## src/i2sl_cfg.svh

```systemverilog
`ifndef I2SL_CFG_SVH
`define I2SL_CFG_SVH

// register byte offsets
`define I2SL_OFF_CTRL  8'h00
`define I2SL_OFF_STAT  8'h04
`define I2SL_OFF_IEN   8'h08
`define I2SL_OFF_ADDR  8'h0C
`define I2SL_OFF_DATA  8'h10

// control field positions
`define I2SL_CTRL_EN   0
`define I2SL_CTRL_GC   1
`define I2SL_CTRL_ACK  2
`define I2SL_CTRL_DIR  3

// status field positions above the five event flags
`define I2SL_STAT_BUSY 5
`define I2SL_STAT_BUS  6

// reset values and fixed addresses (7-bit, no direction bit)
`define I2SL_RST_EN    1'b1
`define I2SL_RST_OWN   7'h1B
`define I2SL_BOOT_ADDR 7'h1A
`define I2SL_GC_ADDR   7'h00
`define I2SL_RST_LINE  2'h3

// bus answers
`define I2SL_RESP_OK   2'h0
`define I2SL_RESP_ERR  2'h2

`endif

```

## src/i2sl_pkg.sv

```systemverilog
package i2sl_pkg;

    typedef enum logic [2:0] {
        ST_IDLE,
        ST_ADDR,
        ST_ACK,
        ST_TX,
        ST_TX_ACK,
        ST_RX
    } i2sl_state_t;

    // the start flag sits in bit 0
    typedef struct packed {
        logic nack;
        logic txd;
        logic amatch;
        logic stop;
        logic start;
    } i2sl_flags_t;

    typedef struct packed {
        logic [1:0] s1;
        logic [1:0] s2;
        logic [1:0] s3;
        logic [1:0] q;
    } i2sl_sync_t;

    typedef struct packed {
        i2sl_state_t state;
        logic [2:0]  cnt;
        logic [7:0]  shreg;
        logic [7:0]  rxbuf;
        logic        ack_on;
        logic        ack_bit;
        logic        loaded;
        logic        en;
        logic        gc;
        logic        ack_sel;
        logic        dir;
        logic [6:0]  own;
        i2sl_flags_t flags;
        i2sl_flags_t ien;
        i2sl_flags_t irq;
        logic        busy;
        logic        bus_occ;
        logic        scl_p;
        logic        sda_p;
        logic        sda_oe;
        logic        aw_got;
        logic        w_got;
        logic [7:0]  awaddr;
        logic [31:0] wdata;
        logic [3:0]  wstrb;
        logic        bvalid;
        logic [1:0]  bresp;
        logic        rvalid;
        logic [31:0] rdata;
        logic [1:0]  rresp;
    } i2sl_st_t;

endpackage

```

## src/i2sl_sync.sv

```systemverilog
`timescale 1ns/1ps
`include "i2sl_cfg.svh"

module i2sl_sync
    import i2sl_pkg::*;
(
    // clock and reset
    input  wire logic       clock,
    input  wire logic       reset_n,
    input  wire logic       clock_en,
    // lines, bit 0 clock line, bit 1 data line
    input  wire logic [1:0] line_in,
    output logic      [1:0] line_out
);

    i2sl_sync_t st;
    i2sl_sync_t nxt;

    // first stage feeds only the second; a change needs two agreeing taps
    always_comb begin
        nxt    = st;
        nxt.s1 = line_in;
        nxt.s2 = st.s1;
        nxt.s3 = st.s2;
        for (int i = 0; i < 2; i++) begin
            if (st.s2[i] == st.s3[i]) begin
                nxt.q[i] = st.s3[i];
            end
        end
    end

    always_ff @(posedge clock) begin
        if (!reset_n) begin
            st <= {4{`I2SL_RST_LINE}};
        end else if (clock_en) begin
            st <= nxt;
        end
    end

    assign line_out = st.q;

endmodule

```

## src/i2sl_top.sv

```systemverilog
`timescale 1ns/1ps
`include "i2sl_cfg.svh"

module i2sl_top
    import i2sl_pkg::*;
#(
    parameter int ADDR_W = 8
)(
    // clock, reset, enable
    input  wire logic              CLOCK,
    input  wire logic              RESET_N,
    input  wire logic              CLOCK_EN,
    // two-wire bus pins
    input  wire logic              SCL_I,
    input  wire logic              SDA_I,
    output logic                   SDA_O,
    output logic                   SDA_OE,
    // per-flag requests
    output i2sl_flags_t            IRQ_REQ,
    // register bus write
    input  wire logic [ADDR_W-1:0] S_AXI_AWADDR,
    input  wire logic              S_AXI_AWVALID,
    output logic                   S_AXI_AWREADY,
    input  wire logic [31:0]       S_AXI_WDATA,
    input  wire logic [3:0]        S_AXI_WSTRB,
    input  wire logic              S_AXI_WVALID,
    output logic                   S_AXI_WREADY,
    output logic [1:0]             S_AXI_BRESP,
    output logic                   S_AXI_BVALID,
    input  wire logic              S_AXI_BREADY,
    // register bus read
    input  wire logic [ADDR_W-1:0] S_AXI_ARADDR,
    input  wire logic              S_AXI_ARVALID,
    output logic                   S_AXI_ARREADY,
    output logic [31:0]            S_AXI_RDATA,
    output logic [1:0]             S_AXI_RRESP,
    output logic                   S_AXI_RVALID,
    input  wire logic              S_AXI_RREADY
);

    i2sl_st_t   st;
    i2sl_st_t   nxt;
    logic [1:0] line;
    logic       scl;
    logic       sda;
    logic       scl_rise;
    logic       scl_fall;
    logic       start_ev;
    logic       stop_ev;
    logic       match;
    logic       wen;
    logic       wr_buf;
    logic [4:0] clr;
    logic [7:0] ar8;

    i2sl_sync u_sync (
        .clock    (CLOCK),
        .reset_n  (RESET_N),
        .clock_en (CLOCK_EN),
        .line_in  ({SDA_I, SCL_I}),
        .line_out (line)
    );

    assign scl      = line[0];
    assign sda      = line[1];
    assign scl_rise = scl & ~st.scl_p;
    assign scl_fall = ~scl & st.scl_p;
    assign start_ev = st.scl_p & scl & st.sda_p & ~sda;
    assign stop_ev  = st.scl_p & scl & ~st.sda_p & sda;
    assign ar8      = 8'(S_AXI_ARADDR);

    // boot address never depends on software
    assign match = (st.shreg[6:0] == st.own)
                 || (st.shreg[6:0] == `I2SL_BOOT_ADDR)
                 || (st.gc && st.shreg[6:0] == `I2SL_GC_ADDR);

    // handshakes stall while the clock enable is low
    assign S_AXI_AWREADY = CLOCK_EN & ~st.aw_got & ~st.bvalid;
    assign S_AXI_WREADY  = CLOCK_EN & ~st.w_got & ~st.bvalid;
    assign S_AXI_ARREADY = CLOCK_EN & ~st.rvalid;

    always_comb begin
        nxt    = st;
        wen    = st.wstrb[0];
        wr_buf = 1'b0;
        clr    = 5'h00;

        // write address and data, either order
        if (S_AXI_AWVALID && S_AXI_AWREADY) begin
            nxt.aw_got = 1'b1;
            nxt.awaddr = 8'(S_AXI_AWADDR);
        end
        if (S_AXI_WVALID && S_AXI_WREADY) begin
            nxt.w_got = 1'b1;
            nxt.wdata = S_AXI_WDATA;
            nxt.wstrb = S_AXI_WSTRB;
        end
        if (st.bvalid && S_AXI_BREADY) begin
            nxt.bvalid = 1'b0;
        end
        if (st.aw_got && st.w_got && !st.bvalid) begin
            nxt.aw_got = 1'b0;
            nxt.w_got  = 1'b0;
            nxt.bvalid = 1'b1;
            nxt.bresp  = `I2SL_RESP_OK;
            if (st.awaddr == `I2SL_OFF_CTRL) begin
                if (wen) begin
                    nxt.en      = st.wdata[`I2SL_CTRL_EN];
                    nxt.gc      = st.wdata[`I2SL_CTRL_GC];
                    nxt.ack_sel = st.wdata[`I2SL_CTRL_ACK];
                end
            end else if (st.awaddr == `I2SL_OFF_STAT) begin
                if (wen) begin
                    clr = st.wdata[4:0];
                end
            end else if (st.awaddr == `I2SL_OFF_IEN) begin
                if (wen) begin
                    nxt.ien = i2sl_flags_t'(st.wdata[4:0]);
                end
            end else if (st.awaddr == `I2SL_OFF_ADDR) begin
                if (wen) begin
                    nxt.own = st.wdata[6:0];
                end
            end else if (st.awaddr == `I2SL_OFF_DATA) begin
                wr_buf = wen;
            end else begin
                nxt.bresp = `I2SL_RESP_ERR;
            end
        end

        // read channel, one outstanding
        if (st.rvalid && S_AXI_RREADY) begin
            nxt.rvalid = 1'b0;
        end
        if (S_AXI_ARVALID && S_AXI_ARREADY) begin
            nxt.rvalid = 1'b1;
            nxt.rresp  = `I2SL_RESP_OK;
            if (ar8 == `I2SL_OFF_CTRL) begin
                nxt.rdata = {28'h0000000, st.dir, st.ack_sel, st.gc, st.en};
            end else if (ar8 == `I2SL_OFF_STAT) begin
                nxt.rdata = {25'h0000000, st.bus_occ, st.busy, st.flags};
            end else if (ar8 == `I2SL_OFF_IEN) begin
                nxt.rdata = {27'h0000000, st.ien};
            end else if (ar8 == `I2SL_OFF_ADDR) begin
                nxt.rdata = {25'h0000000, st.own};
            end else if (ar8 == `I2SL_OFF_DATA) begin
                nxt.rdata = {24'h000000, st.rxbuf};
            end else begin
                nxt.rdata = 32'h00000000;
                nxt.rresp = `I2SL_RESP_ERR;
            end
        end

        // software clears first so a same-cycle event still lands
        nxt.flags = i2sl_flags_t'(st.flags & ~clr);
        nxt.scl_p = scl;
        nxt.sda_p = sda;

        if (start_ev) begin
            nxt.flags.start = 1'b1;
            nxt.busy        = 1'b1;
            nxt.bus_occ     = 1'b1;
            nxt.cnt         = 3'h0;
            nxt.ack_on      = 1'b0;
            nxt.loaded      = 1'b0;
            nxt.sda_oe      = 1'b0;
            nxt.state       = st.en ? ST_ADDR : ST_IDLE;
        end else if (stop_ev) begin
            nxt.flags.stop = 1'b1;
            nxt.bus_occ    = 1'b0;
            nxt.busy       = 1'b0;
            nxt.loaded     = 1'b0;
            nxt.sda_oe     = 1'b0;
            nxt.state      = ST_IDLE;
        end else begin
            case (st.state)
                ST_ADDR: begin
                    if (scl_rise) begin
                        nxt.shreg = {st.shreg[6:0], sda};
                        nxt.cnt   = st.cnt + 3'h1;
                        if (st.cnt == 3'h7) begin
                            nxt.busy = 1'b0;
                            if (match) begin
                                nxt.dir          = sda;
                                nxt.flags.amatch = 1'b1;
                                nxt.ack_on       = 1'b0;
                                nxt.state        = ST_ACK;
                            end else begin
                                nxt.state = ST_IDLE;
                            end
                        end
                    end
                end
                ST_ACK: begin
                    if (scl_fall) begin
                        if (!st.ack_on) begin
                            nxt.ack_on = 1'b1;
                            nxt.sda_oe = ~st.ack_sel;
                        end else begin
                            nxt.ack_on = 1'b0;
                            nxt.busy   = 1'b0;
                            nxt.sda_oe = 1'b0;
                            nxt.cnt    = 3'h0;
                            nxt.state  = st.dir ? ST_TX : ST_RX;
                        end
                    end
                end
                ST_TX: begin
                    if (wr_buf && !st.busy) begin
                        nxt.shreg  = st.wdata[7:0];
                        nxt.busy   = 1'b1;
                        nxt.loaded = 1'b1;
                        nxt.cnt    = 3'h0;
                        nxt.sda_oe = ~st.wdata[7];
                    end else if (scl_fall && st.loaded) begin
                        nxt.cnt = st.cnt + 3'h1;
                        if (st.cnt == 3'h7) begin
                            nxt.sda_oe = 1'b0;
                            nxt.loaded = 1'b0;
                            nxt.state  = ST_TX_ACK;
                        end else begin
                            nxt.shreg  = {st.shreg[6:0], 1'b0};
                            nxt.sda_oe = ~st.shreg[6];
                        end
                    end
                end
                ST_TX_ACK: begin
                    if (scl_rise) begin
                        nxt.ack_bit    = sda;
                        nxt.flags.nack = sda;
                        nxt.flags.txd  = 1'b1;
                        nxt.busy       = 1'b0;
                    end else if (scl_fall) begin
                        nxt.cnt   = 3'h0;
                        nxt.state = st.ack_bit ? ST_IDLE : ST_TX;
                    end
                end
                ST_RX: begin
                    if (scl_rise) begin
                        if (st.cnt == 3'h0) begin
                            nxt.busy = 1'b1;
                        end
                        nxt.shreg = {st.shreg[6:0], sda};
                        nxt.cnt   = st.cnt + 3'h1;
                        if (st.cnt == 3'h7) begin
                            nxt.rxbuf  = {st.shreg[6:0], sda};
                            nxt.ack_on = 1'b0;
                            nxt.state  = ST_ACK;
                        end
                    end
                end
                default: begin
                end
            endcase
        end
        nxt.irq = i2sl_flags_t'(nxt.flags & nxt.ien);
    end

    always_ff @(posedge CLOCK) begin
        if (!RESET_N) begin
            st     <= '0;
            st.en  <= `I2SL_RST_EN;
            st.own <= `I2SL_RST_OWN;
            {st.sda_p, st.scl_p} <= `I2SL_RST_LINE; // idle bus, no edge
        end else if (CLOCK_EN) begin
            st <= nxt;
        end
    end

    // open drain: only ever pulls low
    assign SDA_O        = 1'b0;
    assign SDA_OE       = st.sda_oe;
    assign IRQ_REQ      = st.irq;
    assign S_AXI_BVALID = st.bvalid;
    assign S_AXI_BRESP  = st.bresp;
    assign S_AXI_RVALID = st.rvalid;
    assign S_AXI_RDATA  = st.rdata;
    assign S_AXI_RRESP  = st.rresp;
endmodule

```

## config.mk

```make
export PLATFORM = sky130hd
export DESIGN_NAME = i2sl_top
export DESIGN_NICKNAME = d
export VERILOG_FILES = /design/src/i2sl_pkg.sv /design/src/i2sl_sync.sv /design/src/i2sl_top.sv
export VERILOG_INCLUDE_DIRS = /design/src
export SDC_FILE = /design/constraint.sdc
export NUM_CORES = 1
export LEC_CHECK = 0
export ABC_AREA = 1
export BUFFER_PORTS_ARGS = -buffer_cell sky130_fd_sc_hd__buf_4
export CORE_MARGIN = 2
export CORE_UTILIZATION = 59
export DETAILED_ROUTE_END_ITERATION = 6
export PLACE_DENSITY = 0.85
export SETUP_SLACK_MARGIN = 0.5
export SLEW_MARGIN = 25
export SYNTH_ARGS = -nofsm -noshare
export SYNTH_HDL_FRONTEND = slang
export SYNTH_SLANG_ARGS = --single-unit
```

## constraint.sdc

```tcl
create_clock -name CLOCK -period 3.17 [get_ports CLOCK]
set_input_delay 0.317 -clock CLOCK [delete_from_list [all_inputs] [get_ports CLOCK]]
set_output_delay 0.317 -clock CLOCK [all_outputs]
set_load 0.02 [all_outputs]
```

==> impl_results.md <==
* Non-Filler Instances at 908
* Gate Count Post-Synth at 766
* # rows at 34
* Setup TNS at 0 ns
* FF/Latch Area at 0.00188 sq mm
* Cell Int Power at 0.00193 W
* Sink Count at 94
* Worst slew margin at 55.2%
* Htree depth at 3
* Global-route wire length before repair at 21700 um
* Postcts setup bufs at 0
* Fin util at 64.6%
* CTS Buffer Depth at 2
* Clock share of power at 24.1%
* Final setup vio count at 0
* Seq pwr share at 43.7%
* Pre-Repair DR Iteration Count at 5
* RSZ-0062 raised after global routing: no
* I/O Pins at 110
* Mapped Area at 0.00514 sq mm
* Vias at 5041
* Critical Path, Cell by Cell: ha_1 > ha_1 > inv_1 > nor3_4 > o21ai_0 > a21oi_1
* Die X at 97.3 um
* Post-route ant nets at 0
* Largest net degree at the start of global routing at 72
* Mapped Avg Cell Area at 6.71 sq um
* Post-CTS Hold Buffers at 0
* CP max stage delay at 0.51 ns
* Critical path type: register to register
* Top cells by area in the synthesized netlist: dfxtp_1 37%, nand2_1 13%, o21ai_0 7.0%
* Cell mode on critical path: ha_1
* Die area at 0.00947 sq mm
* Max-Cap Viols at 0
* Worst Path Required at 3.48 ns
* Filler cells at 798
* Core ar. at 0.00859 sq mm
* Worst path depth at 6
* Critical Path Source Type: register
* Dpl cells at 892
* Synth warnings at 0
* Gpl congestion at 0.906
* Final wirelength at 13200 um
* Layout cells sized above 1 at 14.1%
* Switching Power at 0.00123 W
* DR DRC count at 0
* Area fraction of the dominant cell type after synthesis at 36.6%
* Cell variety after synth at 40
* Root Driver: clkbuf_8
* Initial DRC Count at 362
* CP endpoint kind: register
* DP HPWL at 9690 um
* Worst skew pair latency at 0.38 ns
* WP buf/inv at 1
* Clock Skew at 0.0175 ns
* Overall Global Routing Usage at 28.0%
* Worst Hold Class: primary input to register
* Area of the multi-input gates at 0.00261 sq mm
* Worst Tran Pin Value at 0.673 ns
* Crit Path Max Fanout at 16
* Initial antenna violation count at 0
* Vias in the first global route at 4542
* Reg clk slew, reported paths at 0.10 ns
* Sw frac at 38.9%
* Routed WL per cell at 14.6 um
* Power Density at 570 mW/mm^2
* Peak supply drop at 0.303 mV
* Layout net count at 860
* Die Height at 97.3 um
* Total CTS buffers at 9
* FF+latch count, synth at 94
* Combinational power share at 32.2%
* R2R depth at 6
* Period utilization at 62.5%
* Leakage at 2.63 nW
* N_diodes at 0
* Crit path max-delay cell type: nor3_4
* Initial core utilization at 59.8%
* Largest area contributor in the netlist: dfxtp_1
* Port Buf Inserts at 55
* CTS tree: done
* Worst EP arrival at 2.29 ns
* Final hold vios at 0
* Hold Crit Depth at 3
* Final worst path period need at 1.98 ns
* Status: finished clean
* Post-cts resize count at 0
* Layout overhead on the synthesized area at 7.96%
* CP top delay family: simple AND/OR/NAND/NOR gates
* Grt total ovfl at 0
* Vias per std cell at 5.55
* Register area share after synthesis at 36.6%
* Max Clock Freq at 505 MHz
* Final Max Slew Viols at 0
metal layers:
metal	part of all wire, %	track usage, %	up-vias
li1	-	-	2474
met1	44	39.3	2310
met2	45	44.3	228
met3	8.3	4.82	29
met4	2.0	9.08	0
met5	0	0	-
stage by stage:
| step | area, sq um | hold slack (ns) | total power, W | setup WS, ns |
|---|---|---|---|---|
| final | 5550 | 0.154 | 0.00316 | 1.19 |
| after global routing | 5550 | 0.169 | 0.00335 | 1.00 |
| after CTS | 5550 | 0.151 | 0.00314 | 1.24 |
| after detailed placement | 5370 | 0.449 | 0.00240 | 0.968 |
| after global placement | 5370 | 0.444 | 0.00236 | 0.999 |
| after floorplan | 5240 | 0.429 | 0.00219 | 1.40 |
flip-flops by register name, indices dropped and copies added (netlist names):
name             count
S_AXI_RRESP          1
u_sync.line_out      2
S_AXI_RDATA          8
IRQ_REQ              5
u_sync.st            2
st                  68
S_AXI_RVALID         1
u_sync.nxt           4
SDA_OE               1
S_AXI_BVALID         1
S_AXI_BRESP          1
cells in the final DEF (no fill, tap or decap), types with 4 or more instances in the layout:
master    count
a21oi_1      62
buf_4        57
conb_1       27
nand2_4       4
nor2_2        6
nor3_1       13
clkbuf_8      9
o21ai_0      72
nand4_1       9
nand2_2       6
nor2_1       85
o211ai_1     10
or2_2         4
nand2_1     179
dfxtp_1      94
inv_1        71
a31oi_1       4
nand3_1      44
inv_2         8
Yosys cell counts, drive strengths merged:
master   instances
conb             1
buf             51
or2              4
nand2          189
o21ai           73
and2             2
a21oi           62
xnor2            1
a31oi            4
o2111ai          1
nor3            15
inv             80
nand4           10
nor2            93
clkbuf          14
a211oi           3
o211ai          10
ha               3
o22ai            1
clkinv           2
dfxtp           94
o21bai           2
nand3           49
o21a             1
o31ai            1
cells by family after synthesis:
family,count (synthesis),share of synthesized area [%]
flip-flops,94,36.6
buffers and inverters,147,14.5
adder cells (fa/ha/maj),3,0.731
XOR/XNOR,1,0.170
other,1,0.0730
AND/OR/NAND/NOR,362,31.5
AO/OA/AOI/OAI,158,16.5
path summary, 6_finish.rpt:
path,from,end,slack (ns)
worst min-delay path,SCL_I,u_sync.nxt[4],0.15
worst max register to register,st[134],st[120],1.19
worst max-delay path,st[134],st[120],1.19
worst min register to register,st[115],st[115],0.46
worst reg2reg max path, stage by stage (launching register included):
cell     delay (ns)
dfxtp_1        0.37
ha_1           0.17
ha_1           0.31
inv_1          0.22
nor3_4         0.51
o21ai_0        0.18
a21oi_1        0.16
layout make-up:
cell class / count / share of cell area (%)
clock inverters: 6 / 0.947
inverters: 82 / 5.62
repair buffers: 57 / 7.71
well taps: 108 / 2.44
clock buffers: 10 / 2.30
flip-flops and latches: 94 / 33.9
multi-input cells: 551 / 47.1
power groups by stage:
stage / sequential, W / combinational [W] / clock, W
final: 0.00138 / 0.00102 / 0.000763
after global routing: 0.00140 / 0.00115 / 0.000804
after CTS: 0.00138 / 0.000999 / 0.000758
after detailed placement: 0.00141 / 0.000992 / 0
after global placement: 0.00140 / 0.000959 / 0
after floorplan: 0.00138 / 0.000808 / 0
Note: power is estimated with default switching activity, not from simulation.
